### src/hdl/adc_mode_map.vh
`ifndef ADC_MODE_MAP_VH
`define ADC_MODE_MAP_VH

// ----------------------------------------
// state request field encodings
// ----------------------------------------
`define MODE_SHUTDOWN 2'h0
`define MODE_STANDBY 2'h2
`define MODE_CONVERT 2'h3
`define MODE_RUN_BIT 1
`define MODE_CONV_BIT 0

// ----------------------------------------
// primary configuration register layout
// ----------------------------------------
`define CFG_MODE_LO 0
`define CFG_MODE_HI 1
`define CFG_TOP_LO 6
`define CFG_TOP_HI 7
`define CFG_RESET 8'hC0
`define CFG_FULL_SHUTDOWN 8'h00

// ----------------------------------------
// fast command codes
// ----------------------------------------
`define FC_CONVERT 4'hA
`define FC_STANDBY 4'hB
`define FC_SHUTDOWN 4'hC
`define FC_FULL_SHUTDOWN 4'hD
`define FC_FULL_RESET 4'hE

// ----------------------------------------
// timing
// ----------------------------------------
`define SETUP_PERIODS 9'h100
`define SYNC_DELAY 2'h2

`endif

### src/hdl/startup_timer.v
`timescale 1ns/1ps
`include "adc_mode_map.vh"

module startup_timer #(
	parameter CNT_W = 9
) (
	// clock and reset
	input wire clk,
	input wire rst,
	// control
	input wire clear,
	input wire run,
	input wire tick,
	input wire sync_req,
	input wire mclk_tick,
	// status
	output wire done
);

reg [CNT_W-1:0] cnt_q;
reg [1:0] sync_q;

// ----------------------------------------
// settling counter
// ----------------------------------------
always @(posedge clk or posedge rst) begin
	if (rst) begin
		cnt_q <= `SETUP_PERIODS;
		sync_q <= 2'h0;
	end else if (clear) begin
		cnt_q <= `SETUP_PERIODS;
		sync_q <= 2'h0;
	end else begin
		// spi requests wait two master clocks before counting
		if (sync_req)
			sync_q <= `SYNC_DELAY;
		else if (mclk_tick && sync_q != 2'h0)
			sync_q <= sync_q - 2'h1;
		if (run && tick && !sync_req && sync_q == 2'h0 && cnt_q != {CNT_W{1'b0}})
			cnt_q <= cnt_q - {{(CNT_W-1){1'b0}}, 1'b1};
	end
end

assign done = (cnt_q == {CNT_W{1'b0}});

endmodule // startup_timer

### src/hdl/adc_mode_control.v
`timescale 1ns/1ps
`include "adc_mode_map.vh"

// How it works
// - field 11 is conversion, 10 standby, 0x shutdown
// - reset leaves the field at 00, so shutdown
// - field holds the request; live state shown separately after settling
// - from shutdown, conversion waits 256 divided clock periods
// - fast commands per state act like writing the field
// - single-channel rewrite of 11 restarts running conversion at once
// - sequencer: 11 launches scan; field reads 11 all cycle
// - sequencer rewrite of 11 restarts scan from first entry
// - restart while in gap shutdown inserts full settling
// - result register takes only completed conversions
// - every conversion end raises data-ready
// - result kept across states; cleared by reset or full-reset
// - shutdown acts at once; return needs full settling
// - standby stops conversions, converter held in reset, biased
// - conversion reached within settling; restart then immediate
// - full-shutdown when whole config written zero; host keeps top bits 11
// - full-shutdown fast command enters full-shutdown too
// - serial commands still accepted in full-shutdown
// - full-shutdown keeps result and configuration
// - sequencer gap shutdown never means full-shutdown
// - full-shutdown entry reloads internal timers; they stay halted only while the field is 0x or the ticks stop
// - leaving run states reloads start-up counter to 256
// - rewriting same value leaves counter alone
module adc_mode_control #(
	parameter DATA_W = 16,
	parameter CONV_CYCLES = 8'h20
) (
	// clock and reset
	input wire clk,
	input wire rst,
	// timing ticks
	input wire mclk_tick,
	input wire divided_master_clock_tick,
	// register write port
	input wire cfg_wr,
	input wire [7:0] cfg_wdata,
	// fast commands
	input wire fast_cmd,
	input wire [3:0] fast_code,
	// configuration
	input wire single_channel_mode,
	input wire start_pulse_enable,
	// sequencer
	input wire scan_end,
	input wire gap_shutdown,
	// converter data
	input wire [DATA_W-1:0] conv_data,
	// status and results
	output reg [7:0] primary_config_register,
	output reg [1:0] live_state,
	output reg converting,
	output reg conv_reset,
	output reg start_pulse,
	output reg data_ready,
	output reg scan_restart,
	output reg full_shutdown,
	output reg [DATA_W-1:0] conversion_result_register
);

// ----------------------------------------
// live state codes
// ----------------------------------------
// state field decode
// the live codes reuse the field encodings, so a settled request copies straight across
localparam ST_SHUT = 2'h0;
localparam ST_STBY = 2'h2;
localparam ST_CONV = 2'h3;

// both 0x patterns mean shutdown, so only the upper bit decides run or not
function is_run;
	input [1:0] m;
	begin
		is_run = m[`MODE_RUN_BIT];
	end
endfunction

reg [1:0] req_mode;
reg req_spi;
reg req_any;
reg [7:0] conv_cnt_q;
reg scan_active_q;
reg prev_live_conv;
wire timer_done;
wire timer_clear;
wire restart;
wire fs_enter;

// ----------------------------------------
// request decode
// ----------------------------------------
always @* begin
	req_any = 1'b0;
	req_spi = 1'b0;
	req_mode = primary_config_register[`CFG_MODE_HI:`CFG_MODE_LO];
	if (cfg_wr) begin
		req_any = 1'b1;
		req_spi = 1'b1;
		req_mode = cfg_wdata[`CFG_MODE_HI:`CFG_MODE_LO];
	end else if (fast_cmd) begin
		case (fast_code)
			`FC_CONVERT: begin
				req_any = 1'b1;
				req_spi = 1'b1;
				req_mode = `MODE_CONVERT;
			end
			`FC_STANDBY: begin
				req_any = 1'b1;
				req_spi = 1'b1;
				req_mode = `MODE_STANDBY;
			end
			`FC_SHUTDOWN: begin
				req_any = 1'b1;
				req_spi = 1'b1;
				req_mode = `MODE_SHUTDOWN;
			end
			default: begin
				req_any = 1'b0;
			end
		endcase
	end
end

// rewrite of 11 while active restarts
assign restart = req_any && req_mode == `MODE_CONVERT &&
	primary_config_register[`CFG_MODE_HI:`CFG_MODE_LO] == `MODE_CONVERT;

// full-shutdown entry; gap shutdown is internal only
assign fs_enter = (cfg_wr && cfg_wdata == `CFG_FULL_SHUTDOWN) ||
	(fast_cmd && fast_code == `FC_FULL_SHUTDOWN);

// reload on shutdown or full-shutdown; gap too
assign timer_clear = !is_run(req_mode) || fs_enter ||
	(scan_active_q && !single_channel_mode && gap_shutdown && !restart);

// ----------------------------------------
// settling timer
// ----------------------------------------
startup_timer #(
	.CNT_W(9)
) u_timer (
	.clk(clk),
	.rst(rst),
	.clear(timer_clear),
	.run(is_run(req_mode)),
	.tick(divided_master_clock_tick),
	// same value rewrite only adds sync delay
	.sync_req(req_spi && is_run(req_mode)),
	.mclk_tick(mclk_tick),
	.done(timer_done)
);

// ----------------------------------------
// configuration and full-shutdown
// ----------------------------------------
always @(posedge clk or posedge rst) begin
	if (rst) begin
		primary_config_register <= `CFG_RESET & 8'hFC;
		full_shutdown <= 1'b0;
		scan_active_q <= 1'b0;
		scan_restart <= 1'b0;
	end else begin
		scan_restart <= 1'b0;
		if (cfg_wr)
			primary_config_register <= cfg_wdata;
		else if (req_any)
			primary_config_register[`CFG_MODE_HI:`CFG_MODE_LO] <= req_mode;
		if (fs_enter)
			full_shutdown <= 1'b1;
		else if (req_any && is_run(req_mode))
			full_shutdown <= 1'b0;
		else if (cfg_wr && cfg_wdata != `CFG_FULL_SHUTDOWN)
			full_shutdown <= 1'b0;
		// field keeps 11 for whole scan, gap included
		if (req_any && !single_channel_mode)
			scan_active_q <= (req_mode == `MODE_CONVERT);
		if (!single_channel_mode && req_any && req_mode == `MODE_CONVERT)
			scan_restart <= 1'b1;
	end
end

// ----------------------------------------
// live state and conversions
// ----------------------------------------
always @(posedge clk or posedge rst) begin
	if (rst) begin
		live_state <= ST_SHUT;
		converting <= 1'b0;
		conv_reset <= 1'b1;
		start_pulse <= 1'b0;
		data_ready <= 1'b0;
		conv_cnt_q <= 8'h00;
		prev_live_conv <= 1'b0;
		conversion_result_register <= {DATA_W{1'b0}};
	end else begin
		start_pulse <= 1'b0;
		data_ready <= 1'b0;
		prev_live_conv <= (live_state == ST_CONV);
		// live state follows request after settling
		case (live_state)
			ST_SHUT: begin
				if (is_run(req_mode) && timer_done && !timer_clear)
					live_state <= req_mode;
			end
			ST_STBY, ST_CONV: begin
				if (timer_clear)
					live_state <= ST_SHUT;
				// standby to conversion immediate once settled
				else if (timer_done)
					live_state <= req_mode;
			end
			default: begin
				live_state <= ST_SHUT;
			end
		endcase
		// converter held in reset outside conversion
		if (live_state != ST_CONV || timer_clear) begin
			converting <= 1'b0;
			conv_reset <= 1'b1;
			conv_cnt_q <= 8'h00;
		end else if (!converting || (restart && timer_done)) begin
			converting <= 1'b1;
			conv_reset <= 1'b0;
			conv_cnt_q <= 8'h00;
			start_pulse <= start_pulse_enable;
		end else if (conv_cnt_q == CONV_CYCLES - 8'h01) begin
			conversion_result_register <= conv_data;
			data_ready <= 1'b1;
			conv_cnt_q <= 8'h00;
			converting <= !(scan_end && single_channel_mode == 1'b0 && gap_shutdown);
			start_pulse <= start_pulse_enable;
		end else begin
			conv_cnt_q <= conv_cnt_q + 8'h01;
		end
		if (fast_cmd && fast_code == `FC_FULL_RESET)
			conversion_result_register <= {DATA_W{1'b0}};
	end
end

endmodule // adc_mode_control

### config.mk
export PLATFORM = sky130hd
export DESIGN_NAME = adc_mode_control
export DESIGN_NICKNAME = d
export VERILOG_FILES = /design/src/hdl/startup_timer.v /design/src/hdl/adc_mode_control.v
export VERILOG_INCLUDE_DIRS = /design/src /design/src/hdl
export SDC_FILE = /design/constraint.sdc
export NUM_CORES = 1
export LEC_CHECK = 0
export BUFFER_PORTS_ARGS = -buffer_cell sky130_fd_sc_hd__buf_2
export CELL_PAD_IN_SITES_DETAIL_PLACEMENT = 1
export CELL_PAD_IN_SITES_GLOBAL_PLACEMENT = 1
export CORE_ASPECT_RATIO = 1.75
export CORE_UTILIZATION = 42
export CTS_CLUSTER_SIZE = 40
export DETAILED_ROUTE_END_ITERATION = 16
export PLACE_DENSITY_LB_ADDON = 0.1
export SLEW_MARGIN = 10
export SYNTH_ARGS = -nofsm -noshare
export SYNTH_HDL_FRONTEND = slang
export SYNTH_SLANG_ARGS = --single-unit
### constraint.sdc
create_clock -name clk -period 6.45 [get_ports clk]
set_input_delay 0.9675 -clock clk [delete_from_list [all_inputs] [get_ports clk]]
set_output_delay 0.9675 -clock clk [all_outputs]
set_load 0.02 [all_outputs]
==> Flow_metrics.wiki, run 1 <==
{| class="wikitable"
! Metric !! Value
|-
| Clock power frac || 30.7%
|-
| Met1 track demand over resource || 25.1%
|-
| Post-Synthesis Mean Instance Area || 9.89 um^2
|-
| Total DRC errors in the routed layout || 0
|-
| Met3 track demand over resource in global routing || 4.23%
|-
| Internal power consumption || 563 uW
|-
| H-tree lvl count || 2
|-
| Minimum period implied by the final worst setup slack || 3.28 ns
|-
| Total of cells resized after clock tree synthesis || 0
|-
| Sw frac || 29.8%
|-
| Number of storage elements in the synthesis netlist || 52
|-
| Via count of the first global-routing pass || 2316
|-
| Sequential-to-total area share from yosys stat || 51.8%
|-
| HPWL after detailed placement || 5050 um
|-
| Type of the setup path with the least slack || in2reg
|-
| Global Route met2 Usage || 43.2%
|-
| Final Skew || 0.00706 ns
|-
| GRT Util Overall || 23.8%
|-
| Setup slack after layout || 3.17 ns
|-
| Wire length of the first global-routing pass || 11200 um
|-
| Maximum operating frequency || 0.305 GHz
|-
| Antenna violations before repair || 0
|-
| Die Y || 104 um
|-
| Max Cap Viol || 0
|-
| Part of the total power dissipated in sequential elements || 47.4%
|-
| Floorplan die width || 60.6 um
|-
| Buffers added on ports || 69
|-
| Via count of the routed design || 2216
|-
| Post-Synthesis Cell Area || 2520 um^2
|-
| Average vias per placed instance || 5.53
|-
| Kind of path behind the tightest hold check || reg2reg
|-
| Layout-stage area growth over the synthesis result || 21.0%
|-
| Post-Synthesis Net Count || 296
|-
| Static Leakage || 1.43 nW
|-
| Inserted Diodes || 0
|-
| Run status || finished clean
|-
| Buffer depth of the longest clock path || 2
|-
| Total net switching power || 239 uW
|-
| Post-synth top area share || 47.6%
|-
| Filler cell count || 712
|-
| Post-route antenna net violation count || 0
|-
| Root Driver || sky130_fd_sc_hd__clkbuf_8
|-
| Data arrival time of the critical path || 3.49 ns
|-
| Post-synth cell types || 50
|-
| Std-Cell Core Area || 5830 um^2
|-
| Cell accounting for the most synthesized area || sky130_fd_sc_hd__dfrtp_1
|-
| Post-CTS Setup Bufs || 0
|-
| Setup total negative slack || 0 ns
|-
| Iteration-0 DRC count of the detailed router || 121
|-
| Unrepaired setup endpoints after global routing || no
|-
| Mapped Cells || 255
|-
| Clock latency on the worst-skew pair || 0.32 ns
|-
| Number of warnings issued by yosys || 0
|-
| Placed insts || 393
|-
| Clock tree from TritonCTS || built
|-
| Final cycle utilization of the critical path || 50.8%
|-
| Number of enable-type register cells in the synthesized netlist || 0
|-
| Pin count of the biggest net entering global routing || 53
|-
| Final std cells w/o fill || 401
|-
| Final setup violation count || 0
|-
| Final Slew Violations || 0
|-
| Power share of the combinational group || 21.9%
|-
| Area contributors post-synth || sky130_fd_sc_hd__dfrtp_1 (48%), sky130_fd_sc_hd__nand3_1 (6.0%), sky130_fd_sc_hd__a21oi_1 (5.2%)
|-
| Worst slack after detailed placement || 2.90 ns
|-
| Power density normalized to cell area || 263 nW/um^2
|-
| Critical-path maximum fanout || 21
|-
| I/O pins || 70
|-
| Final hold viol count || 0
|-
| CP Data Required Time || 6.67 ns
|-
| Initial core utilization || 43.2%
|-
| Crit path launch type || input port
|-
| Main flop type after synthesis || sky130_fd_sc_hd__dfrtp_1
|-
| Critical Path Sink Type || register
|-
| Worst max-slew margin expressed relative to the limit || 23.7%
|-
| Detailed-route wire length per cell || 17.1 um
|-
| Number of sinks driven by the clock tree || 52
|-
| Detailed Route WL || 6860 um
|-
| Global-route layer with the greatest usage || met2
|-
| Clock transition at the registers of the reported paths || 0.09 ns
|-
| Worst-Margin Slew || 1.14 ns
|-
| Weighted congestion at the end of routability-driven global placement || 0.758
|-
| Number of hold buffers added after CTS || 0
|-
| Layout cells sized above 1 || 30.0%
|-
| # rows || 37
|-
| Grt total ovfl || 0
|-
| Total Nets Final || 363
|-
| Inserted Clock Buffers || 5
|-
| Count of TritonRoute iterations in the first routing pass || 5
|-
| Async set-or-reset flop fraction in the synthesized netlist || 100%
|-
| DIE AREA || 6330 um^2
|-
| Worst ir drop on vdd || 0.137 mV
|}
[cell families after synthesis]
kind of cell,count (synthesis),share of synthesized area (%)
compound gates,68,16.6
xor+xnor,7,2.43
fa+ha+maj,3,1.49
buf+inv,24,4.22
flops,52,51.8
mux,7,3.08
simple gates,94,20.4
[state kept, by name, indices dropped and copies added, names as in the netlist]
name                        cells
conv_cnt_q                      8
conv_reset                      1
conversion_result_register     16
converting                      1
data_ready                      1
full_shutdown                   1
live_state                      2
primary_config_register         8
scan_active_q                   1
scan_restart                    1
start_pulse                     1
u_timer.cnt_q                   9
u_timer.sync_q                  2
[cell type report]
type	instances	area, um^2	area share [%]
Sequential cell	52	1310	42.8
Inverter	14	53.8	1.76
Clock inverter	1	30.0	0.984
Clock buffer	7	96.3	3.16
Tap cell	78	97.6	3.20
Multi-Input combinational cell	179	1110	36.5
Timing Repair Buffer	70	353	11.6
[power groups by stage]
stage,clock [mW],sequential [mW],combinational [mW]
floorplan,0,0.402,0.100
detailed placement,0,0.386,0.178
finish,0.246,0.380,0.176
CTS,0.254,0.380,0.179
global placement,0,0.385,0.174
global route,0.263,0.385,0.193
[critical path, stage by stage]
cell and delay (ns):
sky130_fd_sc_hd__buf_2 0.11, sky130_fd_sc_hd__nand4b_1 0.30, sky130_fd_sc_hd__a22oi_1 0.40, sky130_fd_sc_hd__a32o_1 0.77
sky130_fd_sc_hd__nand3_1 0.60, sky130_fd_sc_hd__a211oi_1 0.33
[cells in the mapped netlist, types with 2 or more instances]
master and n:
sky130_fd_sc_hd__nor2b_1 2, sky130_fd_sc_hd__ha_1 3, sky130_fd_sc_hd__nand4_1 3, sky130_fd_sc_hd__o31ai_1 3
sky130_fd_sc_hd__and3_1 2, sky130_fd_sc_hd__o21ai_1 11, sky130_fd_sc_hd__a21oi_1 26, sky130_fd_sc_hd__buf_2 4
sky130_fd_sc_hd__nor2_1 16, sky130_fd_sc_hd__or3_2 2, sky130_fd_sc_hd__xor2_1 4, sky130_fd_sc_hd__inv_1 14
sky130_fd_sc_hd__a21o_1 2, sky130_fd_sc_hd__dfrtp_1 48, sky130_fd_sc_hd__o21ai_0 8, sky130_fd_sc_hd__nor3_1 4
sky130_fd_sc_hd__xnor2_1 3, sky130_fd_sc_hd__a211oi_1 5, sky130_fd_sc_hd__nand4b_1 3, sky130_fd_sc_hd__mux2_2 6
sky130_fd_sc_hd__nand2b_1 3, sky130_fd_sc_hd__nand3_1 30, sky130_fd_sc_hd__a31oi_1 2, sky130_fd_sc_hd__nand2_1 14
sky130_fd_sc_hd__clkbuf_1 4, sky130_fd_sc_hd__or4_1 5, sky130_fd_sc_hd__or3_1 2, sky130_fd_sc_hd__dfstp_2 4
[routing by layer]
layer  routed length (um)  up-vias
met5                    0        -
met4                  192        0
met3                  178       14
met2                 3980       37
met1                 2510     1111
li1                     -     1054
[cell usage in the layout (no fill, tap or decap), types with 6 or more instances in the layout]
| master | count |
|---|---|
| sky130_fd_sc_hd__o21ai_0 | 8 |
| sky130_fd_sc_hd__mux2_2 | 6 |
| sky130_fd_sc_hd__inv_1 | 13 |
| sky130_fd_sc_hd__o21ai_1 | 11 |
| sky130_fd_sc_hd__a21oi_1 | 26 |
| sky130_fd_sc_hd__nor2_1 | 16 |
| sky130_fd_sc_hd__nand3_1 | 30 |
| sky130_fd_sc_hd__nand2_1 | 14 |
| sky130_fd_sc_hd__buf_2 | 69 |
| sky130_fd_sc_hd__dfrtp_1 | 48 |
| sky130_fd_sc_hd__clkbuf_8 | 7 |
[metrics by stage]
step	utilization [%]	hold slack (ns)	area [um^2]	power [mW]
final	52.3	0.491	3050	0.802
after CTS	52.3	0.494	3050	0.813
after detailed placement	50.1	0.482	2920	0.564
after floorplan	-	0.447	2520	0.503
after global placement	50.1	0.468	2920	0.559
after global routing	52.3	0.519	3050	0.841
[worst paths after layout]
kind | end | start | cells past startpoint | slack [ns]
max in group asynchronous | full_shutdown$_DFFE_PP0P_ | rst | 2 | 5.12
min in group asynchronous | data_ready$_DFF_PP0_ | rst | 2 | 0.81
hold reg to reg | conv_cnt_q[0]$_DFF_PP0_ | conv_cnt_q[0]$_DFF_PP0_ | 1 | 0.49
hold / removal | conv_cnt_q[0]$_DFF_PP0_ | conv_cnt_q[0]$_DFF_PP0_ | 1 | 0.49
setup / recovery | u_timer.cnt_q[1]$_DFFE_PP0P_ | fast_code[2] | 6 | 3.17
setup reg to reg | u_timer.cnt_q[1]$_DFFE_PP0P_ | primary_config_register[1]$_DFFE_PP0P_ | 5 | 3.82
(Power assumes the default switching activity.)
==> inputs of run 2 (changes only) <==
--- a/config.mk
+++ b/config.mk
@@ -6,11 +6,12 @@
 export SDC_FILE = /design/constraint.sdc
 export NUM_CORES = 1
 export LEC_CHECK = 0
+export ABC_AREA = 1
 export BUFFER_PORTS_ARGS = -buffer_cell sky130_fd_sc_hd__buf_2
 export CELL_PAD_IN_SITES_DETAIL_PLACEMENT = 1
 export CELL_PAD_IN_SITES_GLOBAL_PLACEMENT = 1
 export CORE_ASPECT_RATIO = 1.75
-export CORE_UTILIZATION = 42
+export CORE_UTILIZATION = 34
 export CTS_CLUSTER_SIZE = 40
 export DETAILED_ROUTE_END_ITERATION = 16
 export PLACE_DENSITY_LB_ADDON = 0.1
==> constraint.sdc (replaced) <==
create_clock -name clk -period 2.8 [get_ports clk]
set_input_delay 0.42 -clock clk [delete_from_list [all_inputs] [get_ports clk]]
set_output_delay 0.42 -clock clk [all_outputs]
set_load 0.02 [all_outputs]
==> run 2 against run 1 <==
Against the previous run:
- flip-flop and latch count unchanged
- die area grew 29%
- worst hold slack worse by 0.19 ns
- first-iteration DRC count is 20% higher
- worst setup slack lost 2.4 ns
- clock power increased to 2.9 times the previous value
- cell count grew 25%
- sequential share of layout area shrank 2.6 points
- utilization decreased by 9.4 points
- critical endpoint is now conversion_result_register[4]$_DFFE_PP0P_
- largest power group unchanged
- highest routed layer unchanged
==> Flow_metrics.wiki, run 2 <==
{| class="wikitable"
! Metric !! Value
|-
| Run status || finished clean
|-
| Post-Synthesis Cell Area || 2650 um^2
|-
| Number of hold buffers added after CTS || 0
|-
| Total Nets Final || 454
|-
| Final cycle utilization of the critical path || 74.2%
|-
| HPWL after detailed placement || 5270 um
|-
| Weighted congestion at the end of routability-driven global placement || 0.753
|-
| Area contributors post-synth || sky130_fd_sc_hd__dfrtp_1 (45%), sky130_fd_sc_hd__nand2_1 (13%), sky130_fd_sc_hd__inv_1 (6.7%)
|-
| Placed standard-cell area || 3080 um^2
|-
| Most instantiated cells after synthesis || sky130_fd_sc_hd__nand2_1 (94), sky130_fd_sc_hd__dfrtp_1 (48), sky130_fd_sc_hd__inv_1 (47)
|-
| Type of the setup path with the least slack || reg2reg
|-
| Total DRC errors in the routed layout || 0
|-
| Final setup violation count || 0
|-
| Sequential-to-total area share from yosys stat || 49.3%
|-
| Post-route antenna net violation count || 0
|-
| Clock tree from TritonCTS || built
|-
| Inserted Clock Buffers || 5
|-
| Utilization of the core after routing || 42.9%
|-
| Worst ir drop on vdd || 0.316 mV
|-
| # rows || 42
|-
| Final Skew || 0.0101 ns
|-
| Buffers added on ports || 69
|-
| Commonest non-fill, non-tap cell in the layout || sky130_fd_sc_hd__nand2_1
|-
| Static Leakage || 1.85 nW
|-
| Post-synth top area share || 45.3%
|-
| Critical Path Sink Type || register
|-
| Count of TritonRoute iterations in the first routing pass || 6
|-
| Total of cells resized after clock tree synthesis || 0
|-
| Number of enable-type register cells in the synthesized netlist || 0
|-
| I/O pins || 70
|-
| Grt total ovfl || 0
|-
| Final Slew Violations || 0
|-
| Pin count of the biggest net entering global routing || 53
|-
| Unrepaired setup endpoints after global routing || no
|-
| Worst max-slew margin expressed relative to the limit || 54.7%
|-
| Largest Register || conversion_result_register
|-
| Detailed Route WL || 7000 um
|-
| Data arrival time of the critical path || 2.31 ns
|-
| Post-Synthesis Mean Instance Area || 7.77 um^2
|-
| Die Y || 119 um
|-
| Max Cap Viol || 0
|-
| Number of warnings issued by yosys || 0
|-
| Setup slack after layout || 0.723 ns
|-
| Floorplan die width || 68.7 um
|-
| Std-Cell Core Area || 7570 um^2
|-
| Kind of path behind the tightest hold check || in2async
|-
| Detailed-route wire length per cell || 13.9 um
|-
| Root Driver || sky130_fd_sc_hd__clkbuf_16
|-
| H-tree lvl count || 2
|-
| Maximum operating frequency || 0.482 GHz
|-
| Async set-or-reset flop fraction in the synthesized netlist || 100%
|-
| Mapped Cells || 341
|-
| Post-Synthesis Net Count || 382
|-
| Setup total negative slack || 0 ns
|-
| Worst slack after detailed placement || 0.574 ns
|-
| Worst-Margin Slew || 0.680 ns
|-
| Registers with the most flip-flops || conversion_result_register (16), u_timer.cnt_q (9)
|-
| Final instance area || 3250 um^2
|-
| Worst slack on hold paths || 0.302 ns
|-
| Layout cells sized above 1 || 24.4%
|-
| DIE AREA || 8160 um^2
|-
| Post-CTS Setup Bufs || 0
|-
| Critical-path maximum fanout || 16
|-
| Most frequently used cell type in the post-synthesis netlist || sky130_fd_sc_hd__nand2_1
|-
| Minimum period implied by the final worst setup slack || 2.08 ns
|-
| Clock latency on the worst-skew pair || 0.30 ns
|-
| Antenna violations before repair || 0
|-
| Inserted Diodes || 0
|-
| Via count of the routed design || 2461
|-
| Main flop type after synthesis || sky130_fd_sc_hd__dfrtp_1
|-
| Final hold viol count || 0
|-
| Initial core utilization || 35.0%
|-
| Cell accounting for the most synthesized area || sky130_fd_sc_hd__dfrtp_1
|-
| Commonest non-fill, non-tap cells in the layout || sky130_fd_sc_hd__nand2_1 (94), sky130_fd_sc_hd__buf_2 (69), sky130_fd_sc_hd__dfrtp_1 (48)
|-
| Buffer depth of the longest clock path || 2
|-
| GRT Util Overall || 19.6%
|-
| Power density normalized to cell area || 593 nW/um^2
|-
| Number of storage elements in the synthesis netlist || 52
|-
| Crit path launch type || register
|-
| Number of sinks driven by the clock tree || 52
|-
| Largest register FFs || 16
|-
| Via count of the first global-routing pass || 2513
|-
| Clock transition at the registers of the reported paths || 0.07 ns
|-
| Average vias per placed instance || 4.90
|-
| CP Data Required Time || 3.03 ns
|-
| Post-synth cell types || 34
|-
| Iteration-0 DRC count of the detailed router || 145
|-
| Wire length of the first global-routing pass || 11900 um
|-
| Layout-stage area growth over the synthesis result || 22.7%
|}
==> run 2: changes by cell type after synthesis, moves of 6 or more <==
cell | before | now
sky130_fd_sc_hd__a21oi_1 | 26 | 5
sky130_fd_sc_hd__nand2_1 | 14 | 94
sky130_fd_sc_hd__nor2_1 | 16 | 45
sky130_fd_sc_hd__inv_1 | 14 | 47
sky130_fd_sc_hd__o21ai_0 | 8 | 14
sky130_fd_sc_hd__mux2_2 | 6 | 0
sky130_fd_sc_hd__o21ai_1 | 11 | 2
==> run 2: final cells by class <==
cell class,count,area [um^2]
Fill cell,992,4320
Clock inverter,2,38.8
Clock buffer,6,129
Sequential cell,52,1310
Multi-Input combinational cell,233,1110
Tap cell,88,110
Timing Repair Buffer,72,368
Inverter,49,184
==> run 2: per-layer routing <==
layer  up-vias  wire (um)  track usage [%]
li1       1206          -                -
met1      1194       2780             22.7
met2        51       3830             34.3
met3        10        250             3.67
met4         0        134             6.89
met5         -          0                0
==> run 2: final timing paths <==
kind	from	slack [ns]	end	cells after the start
worst max-delay path	u_timer.cnt_q[0]$_DFFE_PP0P_	0.72	conversion_result_register[4]$_DFFE_PP0P_	10
worst min-delay path	rst	0.30	conversion_result_register[5]$_DFFE_PP0P_	3
worst max register to register	u_timer.cnt_q[0]$_DFFE_PP0P_	0.72	conversion_result_register[4]$_DFFE_PP0P_	10
worst min register to register	u_timer.cnt_q[6]$_DFFE_PP0P_	0.45	u_timer.cnt_q[6]$_DFFE_PP0P_	1
max in group asynchronous	rst	2.04	primary_config_register[0]$_DFFE_PP0P_	3
min in group clk	cfg_wdata[6]	0.35	primary_config_register[6]$_DFFE_PP1P_	3
==> run 2: worst max-delay path: stages, from the launching register on <==
cell,delay [ns]
sky130_fd_sc_hd__dfrtp_1,0.36
sky130_fd_sc_hd__inv_1,0.12
sky130_fd_sc_hd__ha_1,0.19
sky130_fd_sc_hd__nand2_1,0.13
sky130_fd_sc_hd__nor3_1,0.32
sky130_fd_sc_hd__nand4_1,0.21
sky130_fd_sc_hd__nand2_2,0.20
sky130_fd_sc_hd__nand2_1,0.11
sky130_fd_sc_hd__nand3_4,0.21
sky130_fd_sc_hd__nand2_1,0.09
sky130_fd_sc_hd__nand2_1,0.07
==> run 2: cell families (layout without fill, tap and decap cells) <==
logic type | Yosys count | in the layout | synth area share (%)
flops | 52 | 52 | 49.3
compound gates | 28 | 28 | 6.47
fa+ha+maj | 3 | 3 | 1.42
buf+inv | 56 | 129 | 8.64
xor+xnor | 3 | 3 | 0.992
simple gates | 199 | 199 | 33.2
==> run 2: metrics by stage <==
stage,std cells,total power [mW]
after floorplan,341,1.11
after global placement,494,1.23
after detailed placement,494,1.24
after CTS,502,1.97
after global routing,502,2.05
final,502,1.93
==> run 2: power by group <==
| group | leakage [nW] | total, mW | switching, mW | internal [mW] |
|---|---|---|---|---|
| Clock | 0.0815 | 0.709 | 0.283 | 0.426 |
| Sequential | 0.692 | 0.846 | 0.0366 | 0.809 |
| Combinational | 1.08 | 0.374 | 0.247 | 0.127 |
==> inputs of run 3 (changes only) <==
--- a/config.mk
+++ b/config.mk
@@ -6,12 +6,12 @@
 export SDC_FILE = /design/constraint.sdc
 export NUM_CORES = 1
 export LEC_CHECK = 0
-export ABC_AREA = 1
+export ABC_AREA = 0
 export BUFFER_PORTS_ARGS = -buffer_cell sky130_fd_sc_hd__buf_2
 export CELL_PAD_IN_SITES_DETAIL_PLACEMENT = 1
 export CELL_PAD_IN_SITES_GLOBAL_PLACEMENT = 1
 export CORE_ASPECT_RATIO = 1.75
-export CORE_UTILIZATION = 34
+export CORE_UTILIZATION = 39
 export CTS_CLUSTER_SIZE = 40
 export DETAILED_ROUTE_END_ITERATION = 16
 export PLACE_DENSITY_LB_ADDON = 0.1
==> constraint.sdc (replaced) <==
create_clock -name clk -period 2.1 [get_ports clk]
set_input_delay 0.315 -clock clk [delete_from_list [all_inputs] [get_ports clk]]
set_output_delay 0.315 -clock clk [all_outputs]
set_load 0.02 [all_outputs]
==> run 3 against run 2 <==
Against the previous run:
- critical endpoint is now conversion_result_register[8]$_DFFE_PP0P_
- critical path depth shrank 3
- largest power group unchanged
- sequential share of layout area shrank 1.8 points
- largest cell class unchanged
- highest routed layer unchanged
- global-route usage grew 2.2 points
- worst setup slack lost 0.78 ns
- flip-flop and latch count is the same
- the run now ends with setup timing left
- die area shrank 17%
- clock skew grew 0.0013 ns
==> Flow_metrics.wiki, run 3 (synthesis gave the netlist of run 1 again) <==
{| class="wikitable"
! Metric !! Value
|-
| Run status || complete, but fails checks
|-
| Violated checks || setup timing
|-
| Crit path launch type || register
|-
| Largest register FFs || 16
|-
| Clock power frac || 27.3%
|-
| Total net switching power || 780 uW
|-
| Worst-Margin Slew || 0.601 ns
|-
| Final Skew || 0.0114 ns
|-
| Clock transition at the registers of the reported paths || 0.10 ns
|-
| Kind of path behind the tightest hold check || in2async
|-
| Power density normalized to cell area || 742 nW/um^2
|-
| Antenna violations before repair || 0
|-
| Max Cap Viol || 0
|-
| Detailed Route WL || 7090 um
|-
| Clock tree from TritonCTS || built
|-
| Power share of the combinational group || 27.0%
|-
| Total DRC errors in the routed layout || 0
|-
| Setup slack after layout || -0.0558 ns
|-
| Placed insts || 415
|-
| Maximum operating frequency || 0.464 GHz
|-
| Floorplan die width || 62.8 um
|-
| Commonest non-fill, non-tap cells in the layout || sky130_fd_sc_hd__buf_2 (69), sky130_fd_sc_hd__dfrtp_1 (48), sky130_fd_sc_hd__nand3_1 (28)
|-
| Buffer depth of the longest clock path || 2
|-
| Final std cells w/o fill || 435
|-
| Utilization of the core after routing || 54.7%
|-
| Final cycle utilization of the critical path || 103%
|-
| Critical-path maximum fanout || 7
|-
| Critical Path Sink Type || register
|-
| Worst max-slew margin expressed relative to the limit || 59.9%
|-
| Via count of the routed design || 2336
|-
| Internal power consumption || 1.75 mW
|-
| Average vias per placed instance || 5.37
|-
| Post-route antenna net violation count || 0
|-
| DIE AREA || 6800 um^2
|-
| Filler cell count || 730
|-
| Inserted Diodes || 0
|-
| Minimum period implied by the final worst setup slack || 2.16 ns
|-
| # rows || 38
|-
| HPWL after detailed placement || 5300 um
|-
| Initial core utilization || 40.5%
|-
| Number of sinks driven by the clock tree || 52
|-
| Clock latency on the worst-skew pair || 0.32 ns
|-
| Type of the setup path with the least slack || reg2reg
|-
| GRT Util Overall || 21.7%
|-
| Final setup violation count || 15
|-
| Buffers added on ports || 69
|-
| Worst ir drop on vdd || 0.453 mV
|-
| Inserted Clock Buffers || 5
|-
| Largest Register || conversion_result_register
|-
| Root Driver || sky130_fd_sc_hd__clkbuf_8
|-
| Iteration-0 DRC count of the detailed router || 91
|-
| H-tree lvl count || 2
|-
| Layout-stage area growth over the synthesis result || 35.1%
|-
| I/O pins || 70
|-
| Detailed-route wire length per cell || 16.3 um
|-
| Layout cells sized above 1 || 40.3%
|-
| Grt total ovfl || 0
|-
| Registers with the most flip-flops || conversion_result_register (16), u_timer.cnt_q (9)
|-
| Sw frac || 30.9%
|-
| Die Y || 108 um
|-
| Total Nets Final || 395
|-
| Data arrival time of the critical path || 2.40 ns
|-
| Final hold viol count || 0
|-
| Post-layout total power || 2.53 mW
|-
| Static Leakage || 1.61 nW
|-
| Unrepaired setup endpoints after global routing || yes
|-
| CP Data Required Time || 2.35 ns
|-
| Final Slew Violations || 0
|-
| Part of the total power dissipated in sequential elements || 45.7%
|-
| Commonest non-fill, non-tap cell in the layout || sky130_fd_sc_hd__buf_2
|-
| Pin count of the biggest net entering global routing || 28
|-
| Weighted congestion at the end of routability-driven global placement || 0.767
|-
| Wire length of the first global-routing pass || 11300 um
|-
| Count of TritonRoute iterations in the first routing pass || 4
|-
| Via count of the first global-routing pass || 2371
|-
| Std-Cell Core Area || 6230 um^2
|}
[run 3: cell count changes in the layout (fill, tap and decap cells not counted), moves of 6 or more]
| cell | previous run | this run |
|---|---|---|
| sky130_fd_sc_hd__buf_4 | 3 | 25 |
| sky130_fd_sc_hd__nand2_1 | 94 | 14 |
| sky130_fd_sc_hd__inv_1 | 46 | 12 |
| sky130_fd_sc_hd__mux2_2 | 0 | 6 |
| sky130_fd_sc_hd__o21ai_0 | 14 | 3 |
| sky130_fd_sc_hd__a21oi_1 | 5 | 26 |
| sky130_fd_sc_hd__o21ai_1 | 2 | 14 |
| sky130_fd_sc_hd__nor2_1 | 45 | 16 |
[run 3: final timing paths]
kind / startpoint / end / slack, ns / depth (start not counted)
max in group asynchronous: rst / primary_config_register[7]$_DFFE_PP1P_ / 1.36 / 3
worst max-delay path: u_timer.cnt_q[5]$_DFFE_PP0P_ / conversion_result_register[8]$_DFFE_PP0P_ / -0.06 / 7
worst min-delay path: rst / conv_cnt_q[3]$_DFF_PP0_ / 0.05 / 2
worst max register to register: u_timer.cnt_q[5]$_DFFE_PP0P_ / conversion_result_register[8]$_DFFE_PP0P_ / -0.06 / 7
min in group clk: single_channel_mode / scan_restart$_DFF_PP0_ / 0.19 / 2
worst min register to register: conv_cnt_q[0]$_DFF_PP0_ / conv_cnt_q[0]$_DFF_PP0_ / 0.49 / 1
[run 3: power groups by stage]
stage | sequential (mW) | combinational [mW] | clock, mW
finish | 1.15 | 0.682 | 0.690
global route | 1.17 | 0.744 | 0.739
CTS | 1.16 | 0.614 | 0.718
detailed placement | 1.18 | 0.605 | 0
global placement | 1.17 | 0.590 | 0
floorplan | 1.24 | 0.308 | 0
[run 3: critical path: stages, from the launching register on]
cell                      delay [ns]
sky130_fd_sc_hd__dfrtp_1        0.39
sky130_fd_sc_hd__or4_4          0.57
sky130_fd_sc_hd__nor4b_4        0.42
sky130_fd_sc_hd__a311o_2        0.27
sky130_fd_sc_hd__buf_12         0.13
sky130_fd_sc_hd__buf_8          0.12
sky130_fd_sc_hd__o21ai_1        0.06
sky130_fd_sc_hd__a21oi_1        0.14
[run 3: layout make-up]
cell class / instances / area (um^2) / share of cell area (%)
multi-input cells: 179 / 1190 / 35.0
clock buffers: 6 / 72.6 / 2.13
repair buffers: 102 / 644 / 18.9
well taps: 80 / 100 / 2.94
flip-flops and latches: 52 / 1310 / 38.4
inverters: 14 / 55.1 / 1.62
clock inverters: 2 / 35.0 / 1.03
[run 3: through the flow]
step	instance area (um^2)	hold WS (ns)	setup TNS, ns	worst slack, ns
2_1_floorplan	2520	0.394	0	0.0371
3_3_place_gp	3090	0.425	0	0.00214
3_5_place_dp	3090	0.422	-0.156	-0.0457
4_1_cts	3210	0.0674	-0.0627	-0.0307
5_1_grt	3410	0.103	-2.55	-0.139
6_report	3410	0.0534	-0.401	-0.0558
[run 3: per-layer routing]
metal | routed length [um] | GRT usage, % | up-vias
li1 | - | - | 1125
met1 | 2560 | 22.9 | 1166
met2 | 4210 | 41.9 | 36
met3 | 186 | 3.59 | 9
met4 | 131 | 8.97 | 0
met5 | 0 | 0 | -
[run 3: timing repair]
| action | CTS | global route |
|---|---|---|
| hold buffers | 0 | 0 |
| setup buffers | 1 | 11 |
| pin swaps | 2 | 16 |
| gates cloned | 0 | 0 |
| endpoints found under the setup margin | 18 | 29 |
| gates resized for setup | 3 | 29 |
